--- src/common/fepc_defines.svh ---
// register map, field positions, reset values and keys of the flash control
`ifndef FEPC_DEFINES_SVH
`define FEPC_DEFINES_SVH
`define FEPC_ADDR_ERASE_CMD 8'h94
`define FEPC_ADDR_PROG_CTRL 8'hb2
`define FEPC_ADDR_PAGE_SEL 8'hb7
`define FEPC_BIT_PWE 0
`define FEPC_BIT_BULK_EN 1
`define FEPC_PAGE_MSB 7
`define FEPC_PAGE_LSB 1
`define FEPC_KEY_PAGE 8'h55
`define FEPC_KEY_BULK 8'haa
`define FEPC_RST_ERASE_CMD 8'h00
`define FEPC_RST_PAGE 7'h00
`endif

--- src/common/fepc_pkg.sv ---
// types shared by the flash erase and program control
package fepc_pkg;
  typedef enum logic [1:0] {ERS_NONE, ERS_PAGE, ERS_BULK} fepc_erase_e;

  typedef struct packed {
    logic wr;
    logic [7:0] addr;
    logic [7:0] wdata;
  } fepc_sfr_wr_s;

  typedef struct packed {
    logic valid;
    fepc_erase_e kind;
    logic [6:0] page;
  } fepc_erase_req_s;
endpackage : fepc_pkg

--- src/logic/fepc_flash_ctrl.sv ---
// flash erase and byte program control behind the special registers
// ----------------------------------------------------------------------
// ----------------------------------------------------------------------
`timescale 1ns/1ps
`default_nettype none
module fepc_flash_ctrl #(
  parameter int ADDR_W = 16
) (
  input wire logic clk,
  input wire logic rstn,
  input wire fepc_pkg::fepc_sfr_wr_s sfr_wr,
  input wire logic [7:0] sfr_raddr,
  input wire logic int_global_en,
  input wire logic debug_port_en,
  input wire logic movx_wr,
  input wire logic [ADDR_W-1:0] movx_addr,
  input wire logic [7:0] movx_data,
  output logic [7:0] sfr_rdata,
  output fepc_pkg::fepc_erase_req_s erase_req,
  output logic flash_wr,
  output logic [ADDR_W-1:0] flash_addr,
  output logic [7:0] flash_data,
  output logic xdata_wr,
  output logic [ADDR_W-1:0] xdata_addr,
  output logic [7:0] xdata_data
);
`include "fepc_defines.svh"

  // ----------------------------------------------------------------------
  // state
  // ----------------------------------------------------------------------
  typedef struct packed {
    logic [7:0] erase_cmd;
    logic [6:0] page;
    logic page_armed;
    logic bulk_armed;
    logic pwe;
    fepc_pkg::fepc_erase_req_s req;
    logic fwr;
    logic xwr;
    logic [ADDR_W-1:0] addr;
    logic [7:0] data;
    logic [7:0] rdata;
  } fepc_state_s;

  fepc_state_s s_q;
  fepc_state_s s_d;
  fepc_pkg::fepc_erase_e kind;
  logic to_flash;
  logic to_xdata;
  logic wr_cmd;
  logic wr_ctrl;
  logic wr_page;

  assign wr_cmd = sfr_wr.wr && sfr_wr.addr == `FEPC_ADDR_ERASE_CMD;
  assign wr_ctrl = sfr_wr.wr && sfr_wr.addr == `FEPC_ADDR_PROG_CTRL;
  assign wr_page = sfr_wr.wr && sfr_wr.addr == `FEPC_ADDR_PAGE_SEL;

  fepc_key_decode u_key (
    .key(sfr_wr.wdata),
    .page_armed(s_q.page_armed),
    .bulk_armed(s_q.bulk_armed),
    .debug_port_en(debug_port_en),
    .kind(kind)
  );

  fepc_movx_route u_route (
    .movx_wr(movx_wr),
    .pwe(s_q.pwe),
    .to_flash(to_flash),
    .to_xdata(to_xdata)
  );

  // ----------------------------------------------------------------------
  // next state
  // ----------------------------------------------------------------------
  always_comb
  begin
    s_d = s_q;
    s_d.req = '{valid: 1'b0, kind: fepc_pkg::ERS_NONE, page: s_q.page};
    s_d.fwr = 1'b0;
    s_d.xwr = 1'b0;
    if (wr_page)
    begin
      s_d.page = sfr_wr.wdata[`FEPC_PAGE_MSB:`FEPC_PAGE_LSB];
      s_d.page_armed = 1'b1;
    end
    if (wr_ctrl)
    begin
      s_d.bulk_armed = sfr_wr.wdata[`FEPC_BIT_BULK_EN];
      if (!int_global_en)
      begin
        s_d.pwe = sfr_wr.wdata[`FEPC_BIT_PWE];
      end
    end
    if (wr_cmd)
    begin
      s_d.erase_cmd = sfr_wr.wdata;
      // a used arm is dropped so a stale setting cannot repeat an erase
      case (kind)
        fepc_pkg::ERS_PAGE:
        begin
          s_d.req = '{valid: 1'b1, kind: kind, page: s_q.page};
          s_d.page_armed = 1'b0;
        end
        fepc_pkg::ERS_BULK:
        begin
          s_d.req = '{valid: 1'b1, kind: kind, page: s_q.page};
          s_d.bulk_armed = 1'b0;
        end
        default:
        begin
          s_d.req.valid = 1'b0;
        end
      endcase
    end
    if (movx_wr)
    begin
      s_d.addr = movx_addr;
      s_d.data = movx_data;
      s_d.fwr = to_flash;
      s_d.xwr = to_xdata;
    end
    if (to_flash)
    begin
      // the byte store wins over a same-cycle register write
      s_d.pwe = 1'b0;
    end
    // only program write enable reads back; the rest are write-only
    s_d.rdata = 8'h00;
    if (sfr_raddr == `FEPC_ADDR_PROG_CTRL)
    begin
      s_d.rdata[`FEPC_BIT_PWE] = s_d.pwe;
    end
  end

  always_ff @(posedge clk or negedge rstn)
  begin
    if (!rstn)
    begin
      s_q <= '0;
      s_q.erase_cmd <= `FEPC_RST_ERASE_CMD;
      s_q.page <= `FEPC_RST_PAGE;
    end
    else
    begin
      s_q <= s_d;
    end
  end

  assign erase_req = s_q.req;
  assign flash_wr = s_q.fwr;
  assign xdata_wr = s_q.xwr;
  assign flash_addr = s_q.addr;
  assign xdata_addr = s_q.addr;
  assign flash_data = s_q.data;
  assign xdata_data = s_q.data;
  assign sfr_rdata = s_q.rdata;

  // ----------------------------------------------------------------------
  // checks
  // ----------------------------------------------------------------------
  a_page_start: assert property (@(posedge clk) disable iff (!rstn)
    (wr_cmd && sfr_wr.wdata == `FEPC_KEY_PAGE && s_q.page_armed)
    |=> (erase_req.valid && erase_req.kind == fepc_pkg::ERS_PAGE
         && erase_req.page == $past(s_q.page)))
    else $error("page erase not started");
  a_bulk_start: assert property (@(posedge clk) disable iff (!rstn)
    (wr_cmd && sfr_wr.wdata == `FEPC_KEY_BULK && s_q.bulk_armed
     && debug_port_en)
    |=> (erase_req.valid && erase_req.kind == fepc_pkg::ERS_BULK))
    else $error("bulk erase not started");
  a_bad_key: assert property (@(posedge clk) disable iff (!rstn)
    (wr_cmd && sfr_wr.wdata != `FEPC_KEY_PAGE
     && sfr_wr.wdata != `FEPC_KEY_BULK) |=> !erase_req.valid)
    else $error("erase from a non-key write");
  a_no_cmd: assert property (@(posedge clk) disable iff (!rstn)
    !wr_cmd |=> !erase_req.valid)
    else $error("erase without a command write");
  a_bulk_gate: assert property (@(posedge clk) disable iff (!rstn)
    (wr_cmd && !(s_q.bulk_armed && debug_port_en))
    |=> erase_req.kind != fepc_pkg::ERS_BULK)
    else $error("bulk erase without preconditions");
  a_page_rearm: assert property (@(posedge clk) disable iff (!rstn)
    (erase_req.valid && erase_req.kind == fepc_pkg::ERS_PAGE)
    |-> !s_q.page_armed || $past(wr_page))
    else $error("page select still armed after erase");
  a_xdata_path: assert property (@(posedge clk) disable iff (!rstn)
    (movx_wr && !s_q.pwe) |=> (xdata_wr && !flash_wr
                               && xdata_addr == $past(movx_addr)))
    else $error("store not routed to external data");
  a_flash_byte: assert property (@(posedge clk) disable iff (!rstn)
    (movx_wr && s_q.pwe) |=> (flash_wr && !xdata_wr
                              && flash_data == $past(movx_data)))
    else $error("store not routed to flash");
  a_pwe_clear: assert property (@(posedge clk) disable iff (!rstn)
    (movx_wr && s_q.pwe) |=> !s_q.pwe)
    else $error("program enable not cleared");
  a_pwe_lock: assert property (@(posedge clk) disable iff (!rstn)
    (wr_ctrl && int_global_en && !to_flash) |=> s_q.pwe == $past(s_q.pwe))
    else $error("program enable changed with interrupts on");
  a_bulk_field: assert property (@(posedge clk) disable iff (!rstn)
    (wr_ctrl && !wr_cmd) |=> s_q.bulk_armed == $past(sfr_wr.wdata[1]))
    else $error("bulk enable not stored");
  a_page_field: assert property (@(posedge clk) disable iff (!rstn)
    wr_page |=> s_q.page == $past(sfr_wr.wdata[7:1]))
    else $error("page select not stored");

  // ----------------------------------------------------------------------
  // checks on held state and outputs
  // ----------------------------------------------------------------------
  // held state moves only on its own write, on the erase that uses an arm, or, for pwe, on a flash byte; a stray change would
  // erase or program the wrong place long after the software wrote it
  a_route_excl: assert property (@(posedge clk) disable iff (!rstn)
    !(flash_wr && xdata_wr))
    else $error("store routed to both spaces");
  a_req_pulse: assert property (@(posedge clk) disable iff (!rstn)
    (erase_req.valid && !wr_cmd) |=> !erase_req.valid)
    else $error("erase request held too long");
  a_req_kind: assert property (@(posedge clk) disable iff (!rstn)
    erase_req.valid |-> erase_req.kind != fepc_pkg::ERS_NONE)
    else $error("erase request without a kind");
  a_idle_kind: assert property (@(posedge clk) disable iff (!rstn)
    !erase_req.valid |-> erase_req.kind == fepc_pkg::ERS_NONE)
    else $error("erase kind shown without request");
  a_cmd_store: assert property (@(posedge clk) disable iff (!rstn)
    wr_cmd |=> s_q.erase_cmd == $past(sfr_wr.wdata))
    else $error("erase command not stored");
  a_cmd_hold: assert property (@(posedge clk) disable iff (!rstn)
    !wr_cmd |=> $stable(s_q.erase_cmd))
    else $error("erase command changed without write");
  a_page_hold: assert property (@(posedge clk) disable iff (!rstn)
    !wr_page |=> $stable(s_q.page))
    else $error("page select changed without write");
  a_page_arm: assert property (@(posedge clk) disable iff (!rstn)
    wr_page |=> s_q.page_armed)
    else $error("page select write did not arm");
  a_page_gate: assert property (@(posedge clk) disable iff (!rstn)
    (wr_cmd && !s_q.page_armed)
    |=> erase_req.kind != fepc_pkg::ERS_PAGE)
    else $error("page erase without page select");
  a_bulk_hold: assert property (@(posedge clk) disable iff (!rstn)
    (!wr_ctrl && !wr_cmd) |=> $stable(s_q.bulk_armed))
    else $error("bulk enable changed without write");
  a_bulk_used: assert property (@(posedge clk) disable iff (!rstn)
    (erase_req.valid && erase_req.kind == fepc_pkg::ERS_BULK)
    |-> !s_q.bulk_armed)
    else $error("bulk enable still armed after erase");
  a_bulk_debug: assert property (@(posedge clk) disable iff (!rstn)
    (wr_cmd && !debug_port_en)
    |=> erase_req.kind != fepc_pkg::ERS_BULK)
    else $error("bulk erase with debug port off");
  a_pwe_read: assert property (@(posedge clk) disable iff (!rstn)
    (sfr_raddr == `FEPC_ADDR_PROG_CTRL) |=> sfr_rdata[0] == s_q.pwe)
    else $error("program enable read back wrong");
  a_rdata_high: assert property (@(posedge clk) disable iff (!rstn)
    1'b1 |=> sfr_rdata[7:1] == 7'h00)
    else $error("write-only bits read back");
  a_rdata_other: assert property (@(posedge clk) disable iff (!rstn)
    (sfr_raddr != `FEPC_ADDR_PROG_CTRL) |=> sfr_rdata == 8'h00)
    else $error("write-only register read back");
  a_pwe_hold: assert property (@(posedge clk) disable iff (!rstn)
    (!wr_ctrl && !to_flash) |=> $stable(s_q.pwe))
    else $error("program enable changed without cause");
  a_xdata_data: assert property (@(posedge clk) disable iff (!rstn)
    (movx_wr && !s_q.pwe) |=> xdata_data == $past(movx_data))
    else $error("external data byte wrong");
  a_flash_addr: assert property (@(posedge clk) disable iff (!rstn)
    (movx_wr && s_q.pwe) |=> flash_addr == $past(movx_addr))
    else $error("flash address wrong");
  a_no_store: assert property (@(posedge clk) disable iff (!rstn)
    !movx_wr |=> (!flash_wr && !xdata_wr))
    else $error("store strobe without request");
  a_store_hold: assert property (@(posedge clk) disable iff (!rstn)
    !movx_wr |=> ($stable(flash_addr) && $stable(flash_data)))
    else $error("store address or data moved while idle");
  a_pwe_one: assert property (@(posedge clk) disable iff (!rstn)
    flash_wr |-> !s_q.pwe)
    else $error("program enable survived a flash byte");
  a_pwe_set: assert property (@(posedge clk) disable iff (!rstn)
    (wr_ctrl && !int_global_en && !to_flash)
    |=> s_q.pwe == $past(sfr_wr.wdata[0]))
    else $error("program enable not stored");
endmodule : fepc_flash_ctrl
`default_nettype wire

--- src/logic/fepc_key_decode.sv ---
// decodes a write of the erase command register into an erase request kind
`timescale 1ns/1ps
`default_nettype none
module fepc_key_decode (
  input wire logic [7:0] key,
  input wire logic page_armed,
  input wire logic bulk_armed,
  input wire logic debug_port_en,
  output fepc_pkg::fepc_erase_e kind
);
`include "fepc_defines.svh"
  always_comb
  begin
    kind = fepc_pkg::ERS_NONE;
    // preconditions checked at the moment of the key write
    if (key == `FEPC_KEY_PAGE && page_armed)
    begin
      kind = fepc_pkg::ERS_PAGE;
    end
    else if (key == `FEPC_KEY_BULK && bulk_armed && debug_port_en)
    begin
      kind = fepc_pkg::ERS_BULK;
    end
  end
endmodule : fepc_key_decode
`default_nettype wire

--- src/logic/fepc_movx_route.sv ---
// steers a data-pointer store either to external data space or to flash
`timescale 1ns/1ps
`default_nettype none
module fepc_movx_route (
  input wire logic movx_wr,
  input wire logic pwe,
  output logic to_flash,
  output logic to_xdata
);
  // one store goes to exactly one space
  assign to_flash = movx_wr & pwe;
  assign to_xdata = movx_wr & ~pwe;
endmodule : fepc_movx_route
`default_nettype wire

--- config.mk ---
export PLATFORM = sky130hd
export DESIGN_NAME = fepc_flash_ctrl
export DESIGN_NICKNAME = d
export VERILOG_FILES = /design/src/common/fepc_pkg.sv /design/src/logic/fepc_flash_ctrl.sv /design/src/logic/fepc_key_decode.sv /design/src/logic/fepc_movx_route.sv
export VERILOG_INCLUDE_DIRS = /design/src /design/src/common
export SDC_FILE = /design/constraint.sdc
export NUM_CORES = 1
export LEC_CHECK = 0
export CAP_MARGIN = 15
export CORE_ASPECT_RATIO = 1.25
export CORE_UTILIZATION = 45
export CTS_CLUSTER_SIZE = 8
export DETAILED_ROUTE_END_ITERATION = 8
export DONT_BUFFER_PORTS = 1
export PLACE_DENSITY_LB_ADDON = 0.2
export SKIP_LAST_GASP = 1
export SLEW_MARGIN = 20
export SYNTH_ARGS = -nofsm -noshare
export SYNTH_HDL_FRONTEND = slang
export SYNTH_HIERARCHICAL = 1
export SYNTH_SLANG_ARGS = --single-unit
--- constraint.sdc ---
create_clock -name clk -period 2.9 [get_ports clk]
set_input_delay 0.145 -clock clk [delete_from_list [all_inputs] [get_ports clk]]
set_output_delay 0.145 -clock clk [all_outputs]
set_load 0.01 [all_outputs]
== Yosys cells after proc, flatten, opt, wreduce, memory -nomap -nowiden ==
Index checks and enable logic that the tools add are counted.
W data, S select, Z words.
Operators by class
  add/subtract/negate cells: 0
  multiply operators: 0
  div/mod/pow operators: 0
  magnitude comparators: 0
  equality and inequality tests: 8
  shifts and indexed selects: 0
  multiplexer cells: 14
  bitwise operators: 3
  reduce and logical (&&, ||, !) cells: 7
Operator list (number)
  $eq A8 B8 Y1 const B: 5
  $mux W26: 1
  $mux W10: 1
  $mux W9: 1
  $eq A8 B7 Y1 const B: 1
  $mux W2: 4
  $mux W1: 7
  $logic_and A1 B1 Y1: 6
  $and A1 B1 Y1: 2
  $eq A2 B1 Y1 const B: 1
  $eq A2 B2 Y1 const B: 1
  $reduce_or A2 Y1: 1
  $not A1 Y1: 1
Storage, ports and cells
  flip-flop bits (word level): 47
  bits in latches: 0
  memory bits (writable): 0
  bits in read-only memories: 0
  input bits: 54
  output and inout port bits: 68
  logic and storage cells: 44
  memories kept: 0

== Depth between registers and ports, before layout ==
Gate-level depths: netlist (run 1).
  word-level depth: 9
  gate-level depth with buffers: 5
  mapped depth without buffers: 5

== Hierarchy ==
The synthesis (run 1) kept the hierarchy.
Modules (own cells, without submodules)
  fepc_flash_ctrl: times used 1, cells each 180, area an instance 2294.7 um^2, sequential area each 1176.1 um^2
  fepc_key_decode: times used 1, cells each 6, area an instance 61.3 um^2, sequential area each 0.0 um^2
  fepc_movx_route: times used 1, cells each 2, area an instance 16.3 um^2, sequential area each 0.0 um^2

== Worst setup path after synthesis (run 1) ==
Ideal clock, no wire load.
  path type: input -> register
  start point: in sfr_wr[1] (netlist bit)
  end point: reg s_q[45] (netlist bit)
  setup time: 94 ps
  arrival: 1224 ps
  required time: 2806 ps
  slack: 1582 ps
  stages: 5
  path buffers: 0
  cells stage by stage: or3b_1 -> nor4b_2 -> inv_1 -> ha_1 -> a211oi_1
RTL lines
  from (decl): line fepc_flash_ctrl.sv:11  | input wire fepc_pkg::fepc_sfr_wr_s sfr_wr,
  to (decl): line fepc_flash_ctrl.sv:46  | fepc_state_s s_q;

==> summary.md, run 1 <==
| Metric | Value |
|---|---|
| CTS clock-pin slew for the worst setup and hold paths | 90 ps |
| Crit Path Max Fanout | 1 |
| XOR/XNOR share of the synthesized area | 0 |
| Mux contribution to synthesized area | 0.147 |
| Total track usage | 0.143 |
| Die ar. | 5570 um^2 |
| Multi-input gate area | 702 um^2 |
| Clock Path Buffers | 2 |
| Final Util | 0.480 |
| Clk_lat worst skew | 290 ps |
| Post-route ant nets | 0 |
| VDD IR max | 0.000228 V |
| Number of global-route vias before repair | 1263 |
| Worst-margin pin slew | 561 ps |
| Clock Skew | 6.08 ps |
| Count leader, synth | buf_4 |
| Core ar. | 5080 um^2 |
| Row cnt | 29 |
| Iteration-0 DRC count of the detailed router | 41 |
| Pwr Density | 525 nW/um^2 |
| Synth warnings | 6 |
| Die width | 66.9 um |
| Share of the synthesized area in the top cell type | 0.496 |
| Initial Utilization | 0.467 |
| Num Clock Sinks | 47 |
| Synth Instances | 188 |
| TNS Setup | 0 ps |
| Main synth FF type | dfrtp_1 |
| Root buffer cell | clkbuf_8 |
| Pre-CTS WS | 1480 ps |
| Fin crit share | 0.536 |
| Post-DP HPWL | 2570 um |
| Worst EP arrival | 1760 ps |
| RSZ-0062 raised after global routing | no |
| NumNets Final | 226 |
| GP Congestion | 0.724 |
| Antenna violations before repair | 0 |
| Cts repair resizes | 0 |
| Global-route wire length before repair | 5880 um |
| #FFs+latches synth | 47 |
| Commonest cells in the netlist | 66 x buf_4, 47 x dfrtp_1, 31 x mux2_2 |
| Max Cap Violations | 0 |
| # Post-CTS Setup Buffers | 0 |
| Syn_area_per_cell | 12.6 um^2 |
| Class of the most critical setup path | input pin to flip-flop |
| Reg2reg setup slack | 1490 ps |
| Fin. max-slew vios | 0 |
| ANT cells | 0 |
| I/O pins | 122 |
| Mapped Area | 2370 um^2 |
| F_max | 644 MHz |
| CTS tree | built |
| Lkg Pwr | 1.07 nW |
| Asr flop ratio synth | 1.00 |
| Vias | 1173 |
| Largest area contributor in the synthesized netlist | dfrtp_1 |
| Seq/Total Area, Yosys | 0.496 |
| Final setup fails | 0 |
| DR WL/cell | 16.8 um |
| PortBufs | 0 |
| HP Class | input pin to flip-flop |
| Ratio of cells with drive above 1 in the final layout | 0.271 |
| Synth cell types | 31 |
| Reg area | 1180 um^2 |
| Type of origin of the critical path | input pin |
| Min cycle time layout | 1550 ps |
| Layout area overhead | 2.85% |
| Number of synthesized flops with an enable pin | 0 |
| Status | finished, final reports clean |
| Area contributors post-synth | dfrtp_1 50%, buf_4 21%, mux2_2 15%, nor4bb_1 1.7%, ha_1 1.6% |
| Largest family of logic cells by synthesized area | buffers and inverters |
| DRT Wirelength | 3910 um |
| Post-Synth Adder-Cell Area | 0.0158 |
| Final hold vios | 0 |
| Number of hold buffers added after cts | 36 |
| Post-synthesis simple-gate area fraction | 0.103 |
| Largest net degree at the start of global routing | 48 |
| Crit path required time | 3100 ps |
| CP Capture Type | flip-flop |
| Compound-Gate Fraction of Synth Area | 0.0185 |
| Number of H-tree levels | 2 |
| Rel. slew slack | 0.623 |
| Fill count | 459 |
| Via/cell ratio | 5.06 |
| # DRC | 0 |
| DR pass1 iterations | 2 |
| Final worst slack | 1350 ps |
| Die Ht | 83.2 um |
| Grt ovf | 0 |
| Cts bufs inserted | 5 |
placed cells by master, fill, tap and decap left out, types with 3 or more instances in the layout:
cell type / instances
nor4bb_1: 4
nand2_1: 3
nor4_1: 3
dlygate4sd3_1: 36
mux2_2: 31
ha_1: 3
and2_1: 5
clkbuf_8: 5
dfrtp_1: 47
conb_1: 7
kinds of logic after synthesis:
logic type,count (synthesis)
flip-flops,47
other,1
buffers and inverters,71
AND/OR/NAND/NOR,29
adder cells (fa/ha/maj),3
multiplexers,31
AO/OA/AOI/OAI,6
worst paths after layout:
check,startpoint,endpoint,cells after the start
worst max register to register,s_q[46],s_q[45],5
max in group asynchronous,rstn,flash_addr[7],2
worst min-delay path,sfr_raddr[3],sfr_rdata[0],3
min in group asynchronous,rstn,s_q[51],2
worst max-delay path,sfr_raddr[0],sfr_rdata[0],5
worst min register to register,s_q[48],erase_req[1],0
per-stage QoR:
stage / instances / area [um^2] / power [mW] / hold WS [ps]
floorplan: 194 / 2390 / 0.948 / -151
global route: 232 / 2440 / 1.34 / 0.214
CTS: 231 / 2430 / 1.30 / 0.122
detailed placement: 187 / 1960 / 0.852 / -150
finish: 232 / 2440 / 1.28 / 12.0
global placement: 187 / 1960 / 0.847 / -150
critical path: stages:
cell and delay (ps):
dlygate4sd3_1 540, nor4bb_1 240, dlygate4sd3_1 570, nand2_1 50
a211oi_1 210
layout make-up:
class / instances / share of cell area
Multi-Input combinational cell: 76 / 0.288
Timing Repair Buffer: 37 / 0.159
Sequential cell: 47 / 0.482
Clock buffer: 5 / 0.0282
Inverter: 2 / 0.00308
Clock inverter: 3 / 0.00821
Tap cell: 62 / 0.0318
routing by layer:
layer | global-route usage | vias to the layer above | share of wire
met5 | 0 | - | 0
met4 | 0.0561 | 0 | 0.0092
met3 | 0.0495 | 4 | 0.085
met2 | 0.260 | 79 | 0.52
met1 | 0.143 | 562 | 0.38
li1 | - | 528 | -
registers in the layout, summed over array words and instances (netlist names):
| name | flops |
|---|---|
| xdata_wr | 1 |
| s_q | 10 |
| flash_addr | 16 |
| sfr_rdata | 1 |
| flash_data | 8 |
| flash_wr | 1 |
| erase_req | 10 |
power by group:
group | internal (mW) | switching [mW]
Combinational | 0.0781 | 0.0401
Clock | 0.168 | 0.220
Sequential | 0.701 | 0.0740
(Power assumes the default switching activity.)
==> inputs of run 2 (changes only) <==
==> constraint.sdc (replaced) <==
create_clock -name clk -period 1.3 [get_ports clk]
set_input_delay 0.065 -clock clk [delete_from_list [all_inputs] [get_ports clk]]
set_output_delay 0.065 -clock clk [all_outputs]
set_load 0.01 [all_outputs]
==> run 2 against run 1 <==
  * Via count is 3.8% higher
  * The run now ends with setup timing left
  * Wire length is 0.44% higher
  * First-iteration DRC count is 22% lower
  * Combinational power grew to 2.6 times the previous value
  * Count of clock-buffer cells in the layout stayed put
  * Clock skew is 3.4 ps higher
==> summary.md, run 2 (synthesis results as in run 1) <==
| Metric | Value |
|---|---|
| Status | finished, violations left (was finished, final reports clean) |
| Failing checks | setup timing |
| Grt ovf | 0 (unchanged) |
| Min cycle time layout | 1410 ps |
| WP depth | 5 (unchanged) |
| HP Class | input pin to flip-flop (unchanged) |
| Final hold vios | 0 (unchanged) |
| GP Congestion | 0.683 (was 0.724) |
| Gr busiest metal | met2 (unchanged) |
| Number of global-route vias before repair | 1290 (was 1263) |
| Post-route ant nets | 0 (unchanged) |
| Antenna violations before repair | 0 (unchanged) |
| Crit path required time | 1510 ps (was 3100 ps) |
| Via/cell ratio | 5.05 (was 5.06) |
| Combinational share of power | 0.093 (was 0.092) |
| Fill count | 419 (was 459) |
| DR WL/cell | 16.3 um (was 16.8 um) |
| Global-route wire length before repair | 5970 um (was 5880 um) |
| Lkg Pwr | 1.14 nW (was 1.07 nW) |
| NumNets Final | 235 (was 226) |
| Worst EP arrival | 1620 ps (was 1760 ps) |
| Max reg flops | 16 (unchanged) |
| R2r worst-path depth | 5 (unchanged) |
| CP delay by family, top | simple AND/OR/NAND/NOR gates (was buffers and inverters) |
| Largest net degree at the start of global routing | 48 (unchanged) |
| Final setup fails | 3 (was 0) |
| Worst path slowest cell | dfrtp_1 (was dlygate4sd3_1) |
| Pwr Density | 1250 nW/um^2 (was 525 nW/um^2) |
| Class of the most critical setup path | flip-flop to flip-flop (was input pin to flip-flop) |
| Hold-critical path depth | 2 (was 3) |
| Number of H-tree levels | 2 (unchanged) |
| Crit path buf inv count | 1 (was 2) |
| RSZ-0062 raised after global routing | yes (was no) |
| Hold slack | 15.8 ps (was 12.0 ps) |
| Clock power frac | 0.378 (was 0.303) |
| DR pass1 iterations | 3 (was 2) |
| Most common cell after layout, fill and taps aside | dfrtp_1 (unchanged) |
| Clock Skew | 9.50 ps (was 6.08 ps) |
| Met1 usage | 0.148 (was 0.143) |
| Root buffer cell | clkbuf_8 (unchanged) |
| # DRC | 0 (unchanged) |
| Die ar. | 5570 um^2 (unchanged) |
| Cts bufs inserted | 5 (unchanged) |
| TNS Setup | -259 ps (was 0 ps) |
| Psw | 0.742 mW (was 0.334 mW) |
| Pre-CTS WS | -194 ps (was 1480 ps) |
| Row cnt | 29 (unchanged) |
| Global Route met3 Usage | 0.0522 (was 0.0495) |
| Crit Path Max Fanout | 2 (was 1) |
| M2 GR Usage | 0.259 (was 0.260) |
| ANT cells | 0 (unchanged) |
| Layout area overhead | 10.4% (was 2.85%) |
| Most frequent cells in the layout | 47 x dfrtp_1, 40 x dlygate4sd3_1, 31 x mux2_2 (was 47 x dfrtp_1, 36 x dlygate4sd3_1, 31 x mux2_2) |
| CP Capture Type | flip-flop (unchanged) |
| PortBufs | 0 (unchanged) |
| VDD IR max | 0.000665 V (was 0.000228 V) |
| Pint | 2.53 mW (was 0.947 mW) |
| DRT Wirelength | 3920 um (was 3910 um) |
| Die width | 66.9 um (unchanged) |
| I/O pins | 122 (unchanged) |
| Die Ht | 83.2 um (unchanged) |
| Vias | 1217 (was 1173) |
| Core ar. | 5080 um^2 (unchanged) |
| Fin crit share | 1.08 |
| Sequential cell fraction of total power | 0.530 (was 0.605) |
| Post-DP HPWL | 2630 um (was 2570 um) |
| Fin. max-slew vios | 0 (unchanged) |
| Final worst slack | -107 ps (was 1350 ps) |
| Type of origin of the critical path | flip-flop (was input pin) |
| Iteration-0 DRC count of the detailed router | 32 (was 41) |
| CTS clock-pin slew for the worst setup and hold paths | 90 ps (about the same) |
| Total track usage | 0.144 (was 0.143) |
| Max incr delay on CP | 360 ps (was 570 ps) |
| CTS tree | built (unchanged) |
| F_max | 711 MHz |
| Worst-path cell chain | nand4b_1 -> nor4b_2 -> inv_1 -> ha_4 -> a211oi_2 (was dlygate4sd3_1 -> nor4bb_1 -> dlygate4sd3_1 -> nand2_1 -> a211oi_1) |
| Switching Share | 0.227 (was 0.261) |
| Max Cap Violations | 0 (unchanged) |
| Clock Path Buffers | 2 (unchanged) |
| Ratio of cells with drive above 1 in the final layout | 0.318 (was 0.271) |
| Clk_lat worst skew | 290 ps (about the same) |
| Initial Utilization | 0.467 (unchanged) |
| Num Clock Sinks | 47 (unchanged) |
==> run 2: changes by cell type in the layout (fill, tap and decap cells not counted), moves of 2 or more <==
| cell | before | now |
|---|---|---|
| ha_1 | 3 | 0 |
| buf_4 | 0 | 4 |
| ha_4 | 0 | 2 |
| dlygate4sd3_1 | 36 | 40 |
| bufinv_16 | 0 | 2 |
==> run 2: area by class of cell <==
class / instances / area (um^2) / share of cell area
clock buffers: 5 / 68.8 / 0.0263
flip-flops and latches: 47 / 1180 / 0.449
repair buffers: 46 / 478 / 0.183
inverters: 2 / 7.51 / 0.00287
clock inverters: 3 / 67.6 / 0.0258
well taps: 62 / 77.6 / 0.0296
multi-input cells: 76 / 743 / 0.284
==> run 2: what timing repair did <==
item,in CTS,in global routing
endpoints found under the hold margin,82,27
hold buffers,39,3
endpoints found under the setup margin,5,5
resized for setup,5,3
pin swaps,3,3
cloned,0,0
setup buffers,1,1
==> run 2: power by group through the flow <==
stage | Clock (mW) | Combinational (mW) | Sequential, mW
floorplan | 0 | 0.470 | 1.64
global route | 1.33 | 0.333 | 1.75
global placement | 0 | 0.133 | 1.76
finish | 1.23 | 0.303 | 1.73
detailed placement | 0 | 0.141 | 1.76
CTS | 1.28 | 0.277 | 1.73
==> run 2: stage by stage <==
| stage | total power, mW | cells | area [um^2] | utilization |
|---|---|---|---|---|
| after floorplan | 2.11 | 194 | 2390 | - |
| after global placement | 1.89 | 189 | 1980 | 0.389 |
| after detailed placement | 1.90 | 189 | 1980 | 0.389 |
| after CTS | 3.29 | 237 | 2560 | 0.503 |
| after global routing | 3.42 | 241 | 2620 | 0.516 |
| final | 3.27 | 241 | 2620 | 0.516 |
==> run 2: worst paths after layout <==
kind                               start             to  slack, ps
max                              s_q[46]        s_q[45]       -110
min                        int_global_en        s_q[44]         20
max reg2reg                      s_q[46]        s_q[45]       -110
min reg2reg                      s_q[47]   erase_req[0]        380
max in group asynchronous           rstn   erase_req[4]        790
min in group asynchronous           rstn  flash_data[0]        300
==> run 2: routing by layer <==
layer  share of wire  vias to the layer above  wire length (um)
met2            0.54                       71              2120
met5               0                        -                 0
li1                -                      551                 -
met4          0.0059                        0                23
met1            0.38                      593              1480
met3           0.076                        2               297
==> inputs of run 3 (changes only) <==
--- a/config.mk
+++ b/config.mk
@@ -6,9 +6,10 @@
 export SDC_FILE = /design/constraint.sdc
 export NUM_CORES = 1
 export LEC_CHECK = 0
+export ABC_AREA = 1
 export CAP_MARGIN = 15
 export CORE_ASPECT_RATIO = 1.25
-export CORE_UTILIZATION = 45
+export CORE_UTILIZATION = 57
 export CTS_CLUSTER_SIZE = 8
 export DETAILED_ROUTE_END_ITERATION = 8
 export DONT_BUFFER_PORTS = 1
==> run 3 against run 2 <==
  * Global-route usage increased by 2.5 points
  * The run ends with hold timing left
  * Sequential power about the same
  * Non-clock buffer count decreased by 5
  * Highest routed layer unchanged
  * Synthesized cell count is 30% higher
  * Die area fell by 17%
  * Sequential cell count did not move
  * Combinational power decreased by 7.9%
  * Final cell count increased by 19%
  * Clock skew decreased by 3.1 ps
  * Maximum frequency is 13% higher
  * Worst hold slack lost 80 ps
  * Count of clock-buffer cells in the layout increased by 1
==> summary.md, run 3 <==
| Metric | Value |
|---|---|
| Synth cell types | 24 (was 31) |
| Antenna violations before repair | 0 (unchanged) |
| Fin. max-slew vios | 0 (unchanged) |
| GP Congestion | 0.734 (was 0.683) |
| Combinational share of power | 0.091 (was 0.093) |
| NumNets Final | 287 (was 235) |
| Number of global-route vias before repair | 1312 (was 1290) |
| RSZ-0062 raised after global routing | no (was yes) |
| Synth Instances | 245 (was 188) |
| Area contributors post-synth | dfrtp_1 48%, buf_4 20%, mux2_2 11%, nand2_1 4.6%, inv_1 3.6% (was dfrtp_1 50%, buf_4 21%, mux2_2 15%, nor4bb_1 1.7%, ha_1 1.6%) |
| Worst EP arrival | 1430 ps (was 1620 ps) |
| XOR/XNOR share of the synthesized area | 0 (unchanged) |
| Clk_lat worst skew | 290 ps (about the same) |
| Post-Layout Cell Count | 287 (was 241) |
| Post-Synth Adder-Cell Area | 0.0152 (was 0.0158) |
| Ratio of cells with drive above 1 in the final layout | 0.199 (was 0.318) |
| Hold Startpoint | movx_wr (was int_global_en) |
| Final setup fails | 0 (was 3) |
| Count leader, synth | buf_4 (unchanged) |
| Largest family of logic cells by synthesized area | buffers and inverters (unchanged) |
| Crit Path Max Fanout | 3 (was 2) |
| Cts repair resizes | 0 (was 5) |
| Die ar. | 4610 um^2 (was 5570 um^2) |
| Initial Utilization | 0.599 (was 0.467) |
| Number of H-tree levels | 2 (unchanged) |
| Largest net degree at the start of global routing | 48 (unchanged) |
| Number of hold buffers added after cts | 40 (was 39) |
| Hold-critical path depth | 1 (was 2) |
| I/O pins | 122 (unchanged) |
| Most common cell after layout, fill and taps aside | dfrtp_1 (unchanged) |
| Main synth FF type | dfrtp_1 (unchanged) |
| Largest area contributor in the synthesized netlist | dfrtp_1 (unchanged) |
| Mapped Area | 2470 um^2 (was 2370 um^2) |
| VDD IR max | 0.000490 V (was 0.000665 V) |
| Cts bufs inserted | 5 (unchanged) |
| Clock Skew | 6.41 ps (was 9.50 ps) |
| Type of origin of the critical path | flip-flop (unchanged) |
| Lkg Pwr | 1.24 nW (was 1.14 nW) |
| Pre-CTS WS | 112 ps (was -194 ps) |
| Failing checks | hold timing (was setup timing) |
| Mux contribution to synthesized area | 0.109 (was 0.147) |
| Synth warnings | 6 (unchanged) |
| Global-route wire length before repair | 5520 um (was 5970 um) |
| Crit path required time | 1490 ps (was 1510 ps) |
| Placed instance count | 238 (was 189) |
| Pint | 2.35 mW (was 2.53 mW) |
| Worst Hold Endpoint | flash_addr[3] (was s_q[44]) |
| Compound-Gate Fraction of Synth Area | 0.00758 (was 0.0185) |
| Seq/Total Area, Yosys | 0.475 (was 0.496) |
| Max reg flops | 16 (unchanged) |
| Core ar. | 4130 um^2 (was 5080 um^2) |
| Max Cap Violations | 0 (unchanged) |
| Die width | 60.9 um (was 66.9 um) |
| Clock Path Buffers | 2 (unchanged) |
| Iteration-0 DRC count of the detailed router | 52 (was 32) |
| Layout area overhead | 4.55% (was 10.4%) |
| Final instance area | 2590 um^2 (was 2620 um^2) |
| Syn_area_per_cell | 10.1 um^2 (was 12.6 um^2) |
| Post-route ant nets | 0 (unchanged) |
| CTS tree | built (unchanged) |
| DR pass1 iterations | 4 (was 3) |
| Total track usage | 0.168 (was 0.144) |
| Via/cell ratio | 4.80 (was 5.05) |
| Sequential cell fraction of total power | 0.562 (was 0.530) |
| R2r worst-path depth | 5 (unchanged) |
| Number of synthesized flops with an enable pin | 0 (unchanged) |
| Grt ovf | 0 (unchanged) |
| DR WL/cell | 13.2 um (was 16.3 um) |
| Share of the synthesized area in the top cell type | 0.475 (was 0.496) |
| Root buffer cell | clkbuf_8 (unchanged) |
| TNS Setup | 0 ps (was -259 ps) |
| ANT cells | 0 (unchanged) |
| Vias | 1378 (was 1217) |
| Final hold vios | 24 (was 0) |
| Switching Share | 0.233 (was 0.227) |
| DRT Wirelength | 3800 um (was 3920 um) |
| Fin crit share | 0.955 (was 1.08) |
| Num Clock Sinks | 47 (unchanged) |
| Psw | 0.715 mW (was 0.742 mW) |
| CTS clock-pin slew for the worst setup and hold paths | 80 ps (was 90 ps) |
| Reg2reg setup slack | 60 ps (was -110 ps) |
| Most frequent cells in the layout | 47 x dfrtp_1, 39 x dlygate4sd3_1, 30 x nand2_1 (was 47 x dfrtp_1, 40 x dlygate4sd3_1, 31 x mux2_2) |
| Final Util | 0.626 (was 0.516) |
| Row cnt | 26 (was 29) |
| Class of the most critical setup path | flip-flop to flip-flop (unchanged) |
| Final worst slack | 58.9 ps (was -107 ps) |
| Hold slack | -64.7 ps (was 15.8 ps) |
| RR Endpoint | flash_wr (was s_q[45]) |
| Post-synthesis simple-gate area fraction | 0.142 (was 0.103) |
| Crit Reg-Reg Startpoint | s_q[44] (was s_q[46]) |
| #FFs+latches synth | 47 (unchanged) |
| Post-DP HPWL | 2600 um (was 2630 um) |
| Asr flop ratio synth | 1.00 (unchanged) |
| F_max | 806 MHz (was 711 MHz) |
| PortBufs | 0 (unchanged) |
| Pwr Density | 1190 nW/um^2 (was 1250 nW/um^2) |
| Die Ht | 75.7 um (was 83.2 um) |
| Commonest cells in the netlist | 66 x buf_4, 47 x dfrtp_1, 30 x nand2_1 (was 66 x buf_4, 47 x dfrtp_1, 31 x mux2_2) |
| HP Class | input pin to flip-flop (unchanged) |
| # DRC | 0 (unchanged) |
| Clock power frac | 0.347 (was 0.378) |
| Status | finished, violations left (unchanged) |
| Min cycle time layout | 1240 ps (was 1410 ps) |
| Placement Cell Area | 2040 um^2 (was 1980 um^2) |
| CP Capture Type | flip-flop (unchanged) |
-- run 3: cell count changes in the layout (fill, tap and decap cells not counted), sizes merged, moves of 4 or more --
cell	previous run	this run
nand3	0	13
nor4	4	0
nor2	0	19
buf	6	2
nand2	3	34
mux2	31	24
nor4bb	4	0
inv	2	25
and2	6	0
-- run 3: what timing repair did --
| item | 4_1_cts | 5_1_grt |
|---|---|---|
| endpoints found under the hold margin | 84 | 24 |
| setup buffers | 0 | 1 |
| setup endpoints to repair | 0 | 1 |
-- run 3: kinds of logic (layout without fill, tap and decap cells) --
logic type	Yosys count	count (layout)
AND/OR/NAND/NOR	73	73
multiplexers	24	24
AO/OA/AOI/OAI	3	3
flip-flops	47	47
adder cells (fa/ha/maj)	3	3
buffers and inverters	94	74
other	1	7
-- run 3: worst max path at each step --
stage,startpoint,to
4_1_cts,s_q[44],flash_wr
6_report,s_q[44],flash_wr
3_3_place_gp,s_q[46],s_q[45]
2_1_floorplan,s_q[46],s_q[45]
5_1_grt,s_q[44],flash_wr
3_5_place_dp,s_q[46],erase_req[9]
-- run 3: routing by layer --
metal  share of wire  global-route usage  routed length, um
met5               0                   0                  0
met3           0.090              0.0526                341
met4           0.017              0.0783                 66
met2            0.54               0.316               2060
met1            0.35               0.165               1330
-- run 3: area by class of cell --
type                    count  area [um^2]
repair buffers             41          425
flip-flops and latches     47         1180
inverters                  25         93.8
fillers                   364         1540
multi-input cells         110          704
well taps                  56         70.1
clock inverters             2         35.0
clock buffers               6         82.6
-- run 3: power groups by stage --
stage               Sequential, mW  Combinational [mW]  Clock, mW
finish                        1.73               0.279       1.06
global route                  1.75               0.310       1.17
CTS                           1.73               0.280       1.10
detailed placement            1.76               0.152          0
global placement              1.75               0.146          0
floorplan                     1.64               0.487          0
-- run 3: worst max-delay path, cell delays in order, from the launching register on --
cell	delay (ps)
dfrtp_1	410
nand2_1	70
inv_1	40
nand2_1	50
dlygate4sd3_1	540
inv_1	40
-- run 3: stage by stage --
| stage | hold slack [ps] | power (mW) |
|---|---|---|
| final | -64.7 | 3.07 |
| after global placement | -230 | 1.90 |
| after global routing | -83.3 | 3.23 |
| after floorplan | -231 | 2.13 |
| after CTS | -78.3 | 3.11 |
| after detailed placement | -230 | 1.91 |
